**src/design/pm_ctrl_defs.svh**
```systemverilog
`ifndef PM_CTRL_DEFS_SVH
`define PM_CTRL_DEFS_SVH

`define CLK_PERIOD_NS     40
`define MS_NS             1000000
`define TICK_1MS_CYCLES   (`MS_NS / `CLK_PERIOD_NS)
`define ARM_TIME_MS       1000
`define MON_MIN_MS        1
`define WAKE_MIN_NS       500000
`define WAKE_MIN_CYCLES   ((`WAKE_MIN_NS + `CLK_PERIOD_NS - 1) / `CLK_PERIOD_NS)
`define KEEP_MIN_NS       150000
`define KEEP_MIN_CYCLES   ((`KEEP_MIN_NS + `CLK_PERIOD_NS - 1) / `CLK_PERIOD_NS)
`define CNT_W             16
`define TIME_W            10
`define REL_SRC_WAKE      2'h0
`define REL_SRC_SYSTEM_UP_TRIGGER    2'h1
`define REL_SRC_POWER_UP_TRIGGER    2'h2
`define REL_SRC_LEAVE_RST 2'h3

`endif

```
**src/design/pm_ctrl_pkg.sv**
```systemverilog
`include "pm_ctrl_defs.svh"

package pm_ctrl_pkg;

  typedef enum logic [1:0] {KEY_IDLE, KEY_HOLD, KEY_ARMED, KEY_DONE} key_state_t;

  typedef struct packed {
    logic off_n;
    logic shut_n;
    logic key_n;
    logic pair_a_n;
    logic pair_b_n;
    logic sys;
    logic pwr;
    logic keep;
  } pins_t;

  typedef struct packed {
    logic               key_shutdown_enable;
    logic               input_pair_shutdown_enable;
    logic               host_shutdown_speed;
    logic               key_shutdown_speed;
    logic               soft_reset_select;
    logic               monitor_reset_enable;
    logic               auto_boot;
    logic               output_driver_type;
    logic               system_input_function;
    logic               system_input_polarity;
    logic               system_input_wake_enable;
    logic               power_input_function;
    logic               power_input_polarity;
    logic               power_input_wake_enable;
    logic               feedback1_function;
    logic               feedback1_polarity;
    logic               feedback2_function;
    logic               feedback2_polarity;
    logic [1:0]         reset_event;
    logic [`TIME_W-1:0] reset_time_ms;
    logic [`TIME_W-1:0] key_press_ms;
    logic [`TIME_W-1:0] hold_shutdown_time;
    logic [2:0]         keep_on;
  } pm_cfg_t;

  typedef struct packed {
    logic system_en_wr;
    logic system_en_val;
    logic power_en_wr;
    logic power_en_val;
    logic aux_power_en_wr;
    logic aux_power_en_val;
    logic key_reset_clear;
    logic fault_clear;
  } sw_cmd_t;

  typedef struct packed {
    logic seq_busy;
    logic dvc_active;
    logic in_powerdown;
    logic leaving_powerdown;
    logic cold_start;
    logic wakeup_valid;
    logic system_up;
    logic power_up;
    logic regs_in_range;
    logic monitoring_enabled;
    logic reg_out_of_range;
    logic otp_system_en;
  } pm_status_t;

  typedef struct packed {
    logic emergency_off;
    logic shutdown;
    logic shutdown_fast;
    logic to_reset_mode;
    logic system_down;
    logic power_down;
    logic start_sequencer;
    logic wakeup;
    logic irq_system;
    logic irq_power;
    logic key_nmi;
    logic watchdog_trigger;
  } seq_req_t;

  typedef struct packed {
    pins_t             sync1;
    pins_t             sync2;
    pins_t             prev;
    key_state_t        key_state;
    logic [`CNT_W-1:0] tick_cnt;
    logic [`CNT_W-1:0] hold_ms;
    logic [`CNT_W-1:0] rel_ms;
    logic [`CNT_W-1:0] asrt_ms;
    logic [`CNT_W-1:0] wake_cnt;
    logic [`CNT_W-1:0] keep_cnt;
    logic              shutdown_fault;
    logic              key_reset_flag;
    logic              in_reset_mode;
    logic              rst_asserted;
    logic              rel_running;
    logic              rst_o;
    logic              rst_oe;
    logic              sys_pin_seen;
    logic              pwr_pin_seen;
    logic              sw_sys_pending;
    logic              sw_sys_val;
    logic              sw_pwr_pending;
    logic              sw_pwr_val;
    logic              system_enable;
    logic              power_enable;
    logic              aux_power_enable;
    logic              wake_ind;
    logic              fb1_o;
    logic              fb2_o;
    logic              fb2_oe;
    logic [2:0]        use_b_voltage;
    seq_req_t          req;
  } state_t;

endpackage

```
**src/design/power_manager_control_ports.sv**
```systemverilog
`timescale 1ns/100ps
`include "pm_ctrl_defs.svh"

module power_manager_control_ports
  import pm_ctrl_pkg::*;
#(
  parameter int TICK_CYCLES     = `TICK_1MS_CYCLES,
  parameter int WAKE_MIN_CYCLES = `WAKE_MIN_CYCLES,
  parameter int ARM_TIME_MS     = `ARM_TIME_MS
) (
  // Clock and reset
  input  wire logic       clk_sys,
  input  wire logic       nrst,
  // Pins from outside
  input  wire pins_t      pins,
  // Configuration, software commands, sequencer status
  input  wire pm_cfg_t    cfg,
  input  wire sw_cmd_t    sw,
  input  wire pm_status_t status,
  // Requests to sequencer and interrupt logic
  output seq_req_t        req,
  output logic [2:0]      use_b_voltage,
  // Flags
  output logic            shutdown_fault,
  output logic            key_reset_flag,
  output logic            in_reset_mode,
  output logic            system_enable,
  output logic            power_enable,
  output logic            aux_power_enable_bit,
  // Host reset pin
  output logic            host_reset_output,
  output logic            host_reset_output_oe,
  // Feedback pins
  output logic            feedback1_out,
  output logic            feedback2_out,
  output logic            feedback2_oe
);

  state_t s;
  state_t next_s;

  function automatic logic [`CNT_W-1:0] cnt_inc(input logic [`CNT_W-1:0] v);
    cnt_inc = (v == {`CNT_W{1'b1}}) ? v : v + `CNT_W'(1);
  endfunction

  function automatic logic active_level(input logic level, input logic active_high);
    active_level = active_high ? level : ~level;
  endfunction

  always_comb begin
    logic              tick;
    logic              key_hold;
    logic [`CNT_W-1:0] hold_limit;
    logic              rst_start;
    logic              rel_evt;
    logic              leave_evt;
    logic              wake_set;
    logic              sys_act;
    logic              pwr_act;
    logic              keepalive_input;
    logic              keep_was;
    logic              do_sys;
    logic              sys_val;
    logic              sys_pin;
    logic              do_pwr;
    logic              pwr_val;
    logic              pwr_pin;
    logic              busy;
    logic              good;
    tick       = 1'b0;
    key_hold   = 1'b0;
    hold_limit = '0;
    rst_start  = 1'b0;
    rel_evt    = 1'b0;
    leave_evt  = 1'b0;
    wake_set   = 1'b0;
    sys_act    = 1'b0;
    pwr_act    = 1'b0;
    keepalive_input   = 1'b0;
    keep_was   = 1'b0;
    do_sys     = 1'b0;
    sys_val    = 1'b0;
    sys_pin    = 1'b0;
    do_pwr     = 1'b0;
    pwr_val    = 1'b0;
    pwr_pin    = 1'b0;
    busy       = 1'b0;
    good       = 1'b0;

    next_s       = s;
    next_s.req   = '0;
    next_s.sync1 = pins;
    next_s.sync2 = s.sync1;
    next_s.prev  = s.sync2;

    // Millisecond tick
    tick = (s.tick_cnt == `CNT_W'(TICK_CYCLES - 1));
    next_s.tick_cnt = tick ? '0 : s.tick_cnt + `CNT_W'(1);

    // Software clears first so that a hardware set in the same cycle wins
    if (sw.fault_clear) begin
      next_s.shutdown_fault = 1'b0;
    end
    if (sw.key_reset_clear) begin
      next_s.key_reset_flag = 1'b0;
    end

    // Hardware shutdown inputs, assertion edges
    if (s.prev.off_n && !s.sync2.off_n) begin
      next_s.shutdown_fault    = 1'b1;
      next_s.req.emergency_off = 1'b1;
      next_s.req.shutdown_fast = 1'b1;
      next_s.in_reset_mode     = 1'b1;
      rst_start                = 1'b1;
    end else if (s.prev.shut_n && !s.sync2.shut_n) begin
      next_s.shutdown_fault    = 1'b1;
      next_s.req.shutdown      = 1'b1;
      next_s.req.shutdown_fast = cfg.host_shutdown_speed;
      next_s.req.to_reset_mode = 1'b1;
      next_s.in_reset_mode     = 1'b1;
      rst_start                = 1'b1;
    end

    // Long key or input-pair hold
    key_hold = (cfg.key_shutdown_enable && !s.sync2.key_n) ||
               (cfg.input_pair_shutdown_enable && !s.sync2.pair_a_n && !s.sync2.pair_b_n);
    hold_limit = `CNT_W'({1'b0, cfg.key_press_ms} + {1'b0, cfg.hold_shutdown_time});
    case (s.key_state)
      KEY_IDLE: begin
        next_s.hold_ms = '0;
        if (key_hold) begin
          next_s.key_state = KEY_HOLD;
        end
      end
      KEY_HOLD: begin
        if (!key_hold) begin
          next_s.key_state = KEY_IDLE;
        end else if (s.hold_ms > hold_limit) begin
          next_s.key_state      = KEY_ARMED;
          next_s.key_reset_flag = 1'b1;
          next_s.req.key_nmi    = 1'b1;
          next_s.hold_ms        = '0;
        end else if (tick) begin
          next_s.hold_ms = cnt_inc(s.hold_ms);
        end
      end
      KEY_ARMED: begin
        if (!s.key_reset_flag) begin
          next_s.key_state = KEY_DONE;
        end else if (s.hold_ms > `CNT_W'(ARM_TIME_MS)) begin
          next_s.key_state         = KEY_DONE;
          next_s.req.shutdown      = 1'b1;
          next_s.req.shutdown_fast = cfg.key_shutdown_speed;
          next_s.req.to_reset_mode = 1'b1;
          next_s.in_reset_mode     = 1'b1;
          rst_start                = 1'b1;
        end else if (tick) begin
          next_s.hold_ms = cnt_inc(s.hold_ms);
        end
      end
      KEY_DONE: begin
        if (!key_hold) begin
          next_s.key_state = KEY_IDLE;
        end
      end
      default: begin
        next_s.key_state = KEY_IDLE;
      end
    endcase

    // Leaving reset mode after the shutdown has finished
    if (s.in_reset_mode && !rst_start && !status.seq_busy &&
        (status.wakeup_valid || cfg.auto_boot)) begin
      next_s.in_reset_mode       = 1'b0;
      next_s.req.start_sequencer = 1'b1;
      leave_evt                  = 1'b1;
    end

    // Enable changes, held while the sequencer works, except the system enable reload when leaving powerdown
    sys_act = active_level(s.sync2.sys, cfg.system_input_polarity);
    pwr_act = active_level(s.sync2.pwr, cfg.power_input_polarity);
    if (!status.seq_busy) begin
      if (cfg.system_input_function && sys_act != s.sys_pin_seen) begin
        next_s.sys_pin_seen = sys_act;
        do_sys              = 1'b1;
        sys_val             = sys_act;
        sys_pin             = 1'b1;
      end else if (s.sw_sys_pending) begin
        next_s.sw_sys_pending = 1'b0;
        do_sys                = 1'b1;
        sys_val               = s.sw_sys_val;
      end
      if (cfg.power_input_function && pwr_act != s.pwr_pin_seen) begin
        next_s.pwr_pin_seen = pwr_act;
        do_pwr              = 1'b1;
        pwr_val             = pwr_act;
        pwr_pin             = 1'b1;
      end else if (s.sw_pwr_pending) begin
        next_s.sw_pwr_pending = 1'b0;
        do_pwr                = 1'b1;
        pwr_val               = s.sw_pwr_val;
      end
      if (sw.aux_power_en_wr) begin
        next_s.aux_power_enable = sw.aux_power_en_val;
      end
    end
    if (sw.system_en_wr) begin
      next_s.sw_sys_pending = 1'b1;
      next_s.sw_sys_val     = sw.system_en_val;
    end
    if (sw.power_en_wr) begin
      next_s.sw_pwr_pending = 1'b1;
      next_s.sw_pwr_val     = sw.power_en_val;
    end

    if (do_sys && sys_val && !s.system_enable) begin
      next_s.system_enable = 1'b1;
      next_s.use_b_voltage = '0;
      if (sys_pin) begin
        next_s.req.irq_system = 1'b1;
        next_s.req.wakeup     = status.in_powerdown && cfg.system_input_wake_enable;
      end
    end else if (do_sys && !sys_val && s.system_enable) begin
      next_s.system_enable    = 1'b0;
      next_s.power_enable     = 1'b0;
      next_s.aux_power_enable = 1'b0;
      next_s.req.system_down  = 1'b1;
      next_s.use_b_voltage    = cfg.keep_on;
      if (sys_pin && cfg.soft_reset_select) begin
        rst_start = 1'b1;
      end
    end
    if (status.leaving_powerdown) begin
      next_s.system_enable = status.otp_system_en;
    end

    // Power domain enable; host keeps system enabled first
    if (do_pwr && pwr_val && !s.power_enable) begin
      next_s.power_enable = 1'b1;
      if (pwr_pin) begin
        next_s.req.irq_power = 1'b1;
        next_s.req.wakeup    = status.in_powerdown && cfg.power_input_wake_enable;
      end
    end else if (do_pwr && !pwr_val && s.power_enable) begin
      next_s.aux_power_enable = 1'b0;
      next_s.power_enable     = 1'b0;
      next_s.req.power_down   = 1'b1;
    end

    // First feedback pin: wakeup indicator or busy
    if (status.wakeup_valid && status.in_powerdown && !s.wake_ind) begin
      next_s.wake_ind = 1'b1;
      next_s.wake_cnt = '0;
      wake_set        = 1'b1;
    end else if (s.wake_ind) begin
      next_s.wake_cnt = cnt_inc(s.wake_cnt);
      if (s.system_enable && s.wake_cnt >= `CNT_W'(WAKE_MIN_CYCLES - 1)) begin
        next_s.wake_ind = 1'b0;
      end
    end
    busy = status.seq_busy || status.dvc_active;
    next_s.fb1_o = active_level(cfg.feedback1_function ? busy : next_s.wake_ind,
                                cfg.feedback1_polarity);

    // Second feedback pin: supply good or keepalive
    keepalive_input = active_level(s.sync2.keep, cfg.feedback2_polarity);
    keep_was = active_level(s.prev.keep, cfg.feedback2_polarity);
    next_s.keep_cnt = cnt_inc(s.keep_cnt);
    good = status.regs_in_range && status.monitoring_enabled;
    next_s.fb2_o = 1'b0;
    if (cfg.feedback2_function) begin
      next_s.fb2_oe = 1'b0;
      if (keepalive_input && !keep_was && s.keep_cnt >= `CNT_W'(`KEEP_MIN_CYCLES - 1)) begin
        next_s.req.watchdog_trigger = 1'b1;
        next_s.keep_cnt             = '0;
      end
    end else begin
      next_s.fb2_oe = !good;
    end

    // Host reset assertion and release timer
    if (status.cold_start) begin
      rst_start = 1'b1;
    end
    if (cfg.monitor_reset_enable && status.reg_out_of_range) begin
      rst_start = 1'b1;
    end
    case (cfg.reset_event)
      `REL_SRC_WAKE:     rel_evt = wake_set;
      `REL_SRC_SYSTEM_UP_TRIGGER:   rel_evt = status.system_up;
      `REL_SRC_POWER_UP_TRIGGER:   rel_evt = status.power_up;
      default:           rel_evt = leave_evt;
    endcase
    if (rst_start) begin
      next_s.rst_asserted = 1'b1;
      next_s.rel_running  = 1'b0;
      next_s.rel_ms       = '0;
      next_s.asrt_ms      = '0;
    end else if (s.rst_asserted) begin
      if (tick) begin
        next_s.asrt_ms = cnt_inc(s.asrt_ms);
      end
      if (!s.rel_running) begin
        if (rel_evt) begin
          next_s.rel_running = 1'b1;
        end
      end else begin
        if (tick) begin
          next_s.rel_ms = cnt_inc(s.rel_ms);
        end
        if (s.rel_ms > `CNT_W'(cfg.reset_time_ms) &&
            s.asrt_ms > `CNT_W'(`MON_MIN_MS)) begin
          next_s.rst_asserted = 1'b0;
          next_s.rel_running  = 1'b0;
        end
      end
    end
    next_s.rst_o  = !next_s.rst_asserted && !cfg.output_driver_type;
    next_s.rst_oe = next_s.rst_asserted || !cfg.output_driver_type;
  end

  always_ff @(posedge clk_sys or negedge nrst) begin
    if (!nrst) begin
      s              <= '0;
      s.rst_asserted <= 1'b1;
      s.rst_oe       <= 1'b1;
    end else begin
      s <= next_s;
    end
  end

  assign req                  = s.req;
  assign use_b_voltage        = s.use_b_voltage;
  assign shutdown_fault       = s.shutdown_fault;
  assign key_reset_flag       = s.key_reset_flag;
  assign in_reset_mode        = s.in_reset_mode;
  assign system_enable        = s.system_enable;
  assign power_enable         = s.power_enable;
  assign aux_power_enable_bit = s.aux_power_enable;
  assign host_reset_output    = s.rst_o;
  assign host_reset_output_oe = s.rst_oe;
  assign feedback1_out        = s.fb1_o;
  assign feedback2_out        = s.fb2_o;
  assign feedback2_oe         = s.fb2_oe;

endmodule

```
**config.mk**
```make
export PLATFORM = sky130hd
export DESIGN_NAME = power_manager_control_ports
export DESIGN_NICKNAME = d
export VERILOG_FILES = /design/src/design/pm_ctrl_pkg.sv /design/src/design/power_manager_control_ports.sv
export VERILOG_INCLUDE_DIRS = /design/src /design/src/design
export SDC_FILE = /design/constraint.sdc
export NUM_CORES = 1
export LEC_CHECK = 0
export ABC_CLOCK_PERIOD_IN_PS = 3100
export BUFFER_PORTS_ARGS = -buffer_cell sky130_fd_sc_hd__buf_2
export CORE_UTILIZATION = 32
export DETAILED_ROUTE_END_ITERATION = 6
export GPL_ROUTABILITY_DRIVEN = 0
export HOLD_SLACK_MARGIN = 0.15
export PLACE_DENSITY_LB_ADDON = 0.1
export SETUP_SLACK_MARGIN = 0.02
export SLEW_MARGIN = 10
export SYNTH_ARGS = -nofsm -noshare
export SYNTH_HDL_FRONTEND = slang
export SYNTH_SLANG_ARGS = --single-unit
```
**constraint.sdc**
```tcl
create_clock -name clk_sys -period 3.1 [get_ports clk_sys]
set_clock_uncertainty 0.1 [all_clocks]
set_input_delay 0.155 -clock clk_sys [delete_from_list [all_inputs] [get_ports clk_sys]]
set_output_delay 0.155 -clock clk_sys [all_outputs]
set_load 0.005 [all_outputs]
```
==> impl_metrics.yaml, run 1 <==
run_status:
  status: "complete, but fails checks"
  violations: "setup timing"
run:
  max_cap_viol_count: 0
synthesis:
  synth_seq_cells: 150
  ys.flop_type: "dfrtp_1"
  async_flop_share_pct: 100
  yosysTopAreaCellShare_pct: 43.5
  ys_top_cells_by_count: "dfrtp_1, nor2_1, nand2_1"
  synth_top_cell_by_area: "dfrtp_1"
  synth.cell_area_mm2: 0.00852
  ys_top_cells_by_area: "dfrtp_1, ha_1, nor2_1"
  synth_edf_count: 0
  synth_cells: 922
  synth.distinct_cells: 61
  yosysWarnings: 0
  yosysMostFrequentCell: "dfrtp_1"
  ys_seq_area_share_pct: 44.1
  synth_nets: 1053
  syn_avg_cell_area_um2: 9.24
clock_tree:
  cts_inserted_buffers: 17
  insertion_delay_ps: 430
  htree_num_levels: 4
  clock-root-buffer: "clkbuf_16"
  clock-sinks: 150
  cts_tree: "built"
  cts.clk_slew.worst_paths_ps: 60
  cts_buffer_depth: 2
setup_path:
  worstSetupStartpointType: "primary input"
  crit_required_ps: 3350
  crit_type: "primary input to flip-flop"
  critPathBufInv: 4
  critPathSlowestCell: "or4_4"
  cp_cell_sequence: "buf_4 -> ha_4 -> a21o_1 -> a21oi_2 -> o21ai_2 -> or4_4 -> and3_4 -> a311oi_2 -> ha_1 -> a21oi_2 -> o21ai_2 -> nor4_2 -> a21o_1 -> buf_12 -> buf_8 -> buf_4 -> nor2_4 -> nor2b_1"
  crit_path_end_kind: "flip-flop"
  cp_max_fo: 6
  crit_family: "compound AO/OA/AOI/OAI gates"
  cp.arrival_ps: 3400
  cpPeakStageDelay_ps: 520
global_route:
  grt_usage_pct: 15.8
  grt_max_degree: 83
  grt_pass1_vias: 6852
  grt_first_pass_wirelength_mm: 34.3
  grt_overflow_total: 0
  grt_antenna_before_repair: 0
sta:
  fmax_mhz: 318
  rsz0062_at_grt: "true"
  setup_ws_ps: -47.3
  min_period_ps: 3150
  finalHoldViolCount: 0
  report.final.slew_viol_count: 0
  finalCritPeriodShare_pct: 102
  slew_headroom_pct: 48.4
  worst_pin_slew_ps: 774
  setup_viol: 5
routing:
  routed_wl_mm: 20.4
  vias: 7090
  drtIter0Drc: 317
  viasPerCell: 4.92
  antenna_left: 0
  post-route-drc-count: 0
  wl_per_cell_um: 14.2
  drtPass1Iterations: 4
die:
  ios: 109
  rows: 59
  die_w_um: 165
  design.core.area_mm2: 0.0261
  dieArea_mm2: 0.0273
  start_util_pct: 32.7
  die_y_um: 165
cells_and_area:
  n_fill_cell: 2611
  drive_gt1_share_pct: 19.3
  diodes: 0
  area_growth_pct: 27.5
  final_cell_area_mm2: 0.0109
  fin_nets: 1225
placement:
  port_buffers: 107
  dp_hpwl_mm: 14.7
  placed_area_mm2: 0.00956
hold_path:
  min_path_type: "primary input to flip-flop"
power_and_ir_drop:
  power_density_mw_per_mm2: 539
  max-vdd-ir-drop_mv: 0.277
  p_leak_nw: 4.97
  total_power_mw: 5.85
## cells by family (layout without fill, tap and decap cells)
group           count (synthesis)  after routing  synth area share [%]
compound gates                148            148                  11.5
xor+xnor                       80             80                  8.40
fa+ha+maj                      48             48                  7.14
buf+inv                        82            267                  4.38
flops                         150            150                  44.1
mux                             3              3                 0.353
other cells                     1              1                0.0440
simple gates                  410            410                  24.1
## report_power, final
group	internal [mW]	switching [mW]	total, mW
clock network	1.28	0.872	2.15
registers	2.12	0.169	2.29
logic	0.683	0.733	1.42
## worst min-delay path: stages
cell      delay, ps
buf_2            80
a211oi_1         80
o21bai_1        110
o21ai_0          80
nor3_1          170
## final timing paths
| path | startpoint | end | slack (ps) | cells past startpoint |
|---|---|---|---|---|
| min in group asynchronous | nrst | s[38] | 240 | 2 |
| min reg2reg | next_s[143] | next_s[135] | 250 | 0 |
| max in group asynchronous | nrst | s[121] | 1830 | 3 |
| max reg2reg | s[119] | s[75] | 420 | 6 |
| max | cfg[14] | s[114] | -50 | 18 |
| min | status[5] | s[30] | 200 | 5 |
## sequential cells by signal, summed over array words and instances (netlist names), named ones only
| register | cells |
|---|---|
| feedback2_oe | 1 |
| in_reset_mode | 1 |
| use_b_voltage | 3 |
| next_s | 16 |
| host_reset_output | 1 |
| aux_power_enable_bit | 1 |
| key_reset_flag | 1 |
| feedback1_out | 1 |
| s | 109 |
| system_enable | 1 |
| power_enable | 1 |
| host_reset_output_oe | 1 |
| shutdown_fault | 1 |
| req | 11 |
## per-stage QoR
stage | utilization [%] | hold slack [ps] | TNS (ps) | cells | setup WS (ps)
final | 41.7 | 199 | -158 | 1442 | -47.3
after global routing | 41.7 | 218 | -1930 | 1442 | -181
after CTS | 40.8 | 177 | 0 | 1432 | 11.8
after detailed placement | 36.7 | 165 | -7680 | 1354 | -500
after global placement | 36.7 | 163 | -6690 | 1354 | -512
after floorplan | - | -241 | -1840 | 922 | -192
## per-layer routing
layer / global-route usage (%) / share of wire [%]
met1: 21.7 / 50
met2: 25.3 / 46
met3: 2.55 / 2.6
met4: 5.30 / 1.4
met5: 0 / 0
## timing repair
action / in CTS / in global routing
endpoints found under the setup margin: 14 / 17
hold buffers: 46 / 0
resized for setup: 3 / 36
endpoints found under the hold margin: 115 / 0
buffers inserted: 0 / 10
pin swaps: 2 / 15
## cells in the final DEF (no fill, tap or decap), types with 17 or more instances in the layout
| cell type | synthesis | final |
|---|---|---|
| nand3_1 | 44 | 44 |
| dlygate4sd3_1 | 0 | 46 |
| clkbuf_16 | 0 | 17 |
| inv_1 | 44 | 44 |
| buf_4 | 16 | 35 |
| nor2_1 | 117 | 114 |
| nand2_1 | 78 | 76 |
| ha_1 | 47 | 44 |
| nand4_1 | 30 | 30 |
| nor4_1 | 21 | 19 |
| xnor2_1 | 43 | 43 |
| xor2_1 | 36 | 36 |
| buf_2 | 4 | 104 |
| and3_1 | 30 | 29 |
| o21ai_0 | 35 | 29 |
| a21oi_1 | 39 | 33 |
| dfrtp_1 | 148 | 148 |
| nor3_1 | 27 | 27 |
## layout make-up
type | count | area (µm²) | share of cell area, %
Multi-Input combinational cell | 690 | 4580 | 42.2
Sequential cell | 150 | 3760 | 34.6
Timing Repair Buffer | 191 | 1340 | 12.3
Clock buffer | 18 | 429 | 3.95
Tap cell | 335 | 419 | 3.86
Clock inverter | 14 | 175 | 1.61
Inverter | 44 | 165 | 1.52
Note: power is estimated with default switching activity, not from simulation.
==> inputs of run 2 (changes only) <==
Settings changed: ABC_AREA set to 1.
==> run 2 against run 1 <==
Against the previous run: combinational power down 14%; synthesized area up 6.9%; worst hold slack worse by 31 ps; register-to-register slack worse by 170 ps; sequential power up 3%; critical path type is now flip-flop to flip-flop; die area up 6.8%; critical endpoint is now feedback1_out; sequential share of layout area down 1.0 points; the flow now finishes without violations.
==> impl_metrics.yaml, run 2 <==
sta:
  setup_viol: 0
  finalCritPeriodShare_pct: 92.0
  fin_tns_setup_ps: 0
  rsz0062_at_grt: "false"
  slew_headroom_pct: 38.0
  fmax_mhz: 351
  report.final.slew_viol_count: 0
  worst_pin_slew_ps: 924
  finalHoldViolCount: 0
  min_period_ps: 2850
clock_tree:
  clock-root-buffer: "clkbuf_16"
  insertion_delay_ps: 430
  cts.clk_slew.worst_paths_ps: 60
  cts_tree: "built"
  cts_buffer_depth: 2
  htree_num_levels: 4
  clock-sinks: 150
  cts_inserted_buffers: 17
global_route:
  grt_pass1_vias: 7887
  grt_usage_pct: 16.4
  grt_first_pass_wirelength_mm: 38.1
  grt_max_degree: 66
  grt_antenna_before_repair: 0
  grt_overflow_total: 0
synthesis:
  yosysMostFrequentCell: "nand2_1"
  syn_avg_cell_area_um2: 7.72
  yosysWarnings: 0
  synth_edf_count: 0
  ys_seq_area_share_pct: 41.2
  synth.distinct_cells: 51
  ys_top_cells_by_area: "dfrtp_1, nand2_1, inv_1"
  synth.cell_area_mm2: 0.00911
  yosysTopAreaCellShare_pct: 40.7
  synth_seq_cells: 150
  synth_cells: 1180
  synth_nets: 1311
  ys.flop_type: "dfrtp_1"
  async_flop_share_pct: 100
  synth_top_cell_by_area: "dfrtp_1"
  ys_top_cells_by_count: "nand2_1, inv_1, dfrtp_1"
routing:
  antenna_left: 0
  routed_wl_mm: 22.3
  drtIter0Drc: 379
  wl_per_cell_um: 12.8
  vias: 7948
  drtPass1Iterations: 5
  post-route-drc-count: 0
  viasPerCell: 4.57
hold_path:
  min_path_type: "primary input to flip-flop"
cells_and_area:
  fin_nets: 1478
  largest_register_ffs: 109
  diodes: 0
  final_cells: 1738
  drive_gt1_share_pct: 15.7
  area_growth_pct: 22.9
  regMostFlops: "s"
  final_cell_mix: "nand2_1, inv_1, dfrtp_1, nor2_1, buf_2"
  final_common_cell: "nand2_1"
die:
  design.core.area_mm2: 0.0279
  ios: 109
  start_util_pct: 32.7
  rows: 61
  die_w_um: 171
  die_y_um: 171
  dieArea_mm2: 0.0291
power_and_ir_drop:
  power_density_mw_per_mm2: 512
  max-vdd-ir-drop_mv: 0.373
  p_leak_nw: 5.59
setup_path:
  worstSetupStartpointType: "flip-flop"
  crit_type: "flip-flop to flip-flop"
  cp_max_fo: 4
  crit_required_ps: 3300
  crit_path_end_kind: "flip-flop"
  cp.arrival_ps: 3060
placement:
  dp_hpwl_mm: 16.6
  place_inst: 1655
  port_buffers: 107
run:
  max_cap_viol_count: 0
run_status:
  status: "complete, no violations"
run 2: cell types whose count changed after synthesis, moves of 14 or more:
cell,change
inv_1,+113
nand2_1,+182
inv_2,+14
o21ai_1,+15
xnor2_1,-33
nand3_1,+49
and3_1,-29
run 2: worst paths after layout:
kind,from,to,slack [ps],cells after the start
max,s[51],feedback1_out,250,15
min,status[5],s[30],170,6
max reg2reg,s[51],feedback1_out,250,15
min reg2reg,next_s[143],next_s[135],250,0
max in group asynchronous,nrst,host_reset_output_oe,1880,3
min in group asynchronous,nrst,key_reset_flag,200,2
run 2: worst max-delay path, stage by stage, from the launching register on:
cell	delay, ps
dfrtp_1	400
ha_2	220
inv_1	100
nand2_1	60
nand2_1	60
a21oi_1	70
o21ai_1	140
nand2_1	90
nand2_1	60
nand2_1	70
nand3_1	90
nand2_1	60
nand2_1	50
dlygate4sd3_1	530
nand2_1	60
dlygate4sd3_1	560
run 2: final cells by class:
class	instances	area [µm²]
flip-flops and latches	150	3760
clock inverters	11	149
multi-input cells	829	4500
inverters	174	656
clock buffers	21	460
repair buffers	175	1190
well taps	378	473
fillers	2892	16700
run 2: kinds of logic (layout without fill, tap and decap cells):
logic type	after synthesis	in the layout	share of synthesized area (%)
AND/OR/NAND/NOR	614	614	30.8
buffers and inverters	201	381	9.33
flip-flops	150	150	41.2
AO/OA/AOI/OAI	119	119	7.38
adder cells (fa/ha/maj)	48	48	6.68
XOR/XNOR	46	46	4.42
other	1	1	0.0412
multiplexers	1	1	0.124
run 2: timing repair:
action	in CTS	in global routing
endpoints found under the setup margin	0	1
resized for setup	0	2
hold buffers	51	0
setup buffers	0	0
hold endpoints to repair	100	0
run 2: where the power goes:
| part | switching (mW) | total (mW) | internal (mW) |
|---|---|---|---|
| Clock | 0.846 | 2.16 | 1.31 |
| Combinational | 0.724 | 1.22 | 0.494 |
| Sequential | 0.190 | 2.36 | 2.17 |
| Total | 1.76 | 5.73 | 3.97 |
run 2: through the flow:
| stage | hold WS (ps) | power, mW | worst slack [ps] | utilization, % | cell area (µm²) |
|---|---|---|---|---|---|
| after floorplan | -241 | 3.15 | 381 | - | 9110 |
| after global placement | 109 | 3.54 | 52.5 | 36.1 | 10100 |
| after detailed placement | 113 | 3.55 | 30.9 | 36.1 | 10100 |
| after CTS | 156 | 5.82 | 138 | 40.2 | 11200 |
| after global routing | 175 | 6.12 | 36.8 | 40.2 | 11200 |
| final | 168 | 5.73 | 249 | 40.2 | 11200 |
run 2: routing by layer:
layer | wire length [µm] | vias to the layer above | track usage, %
met5 | 0 | - | 0
met3 | 559 | 18 | 3.05
met1 | 10700 | 3675 | 21.4
met4 | 272 | 0 | 4.43
met2 | 10800 | 106 | 27.6
li1 | - | 4149 | -
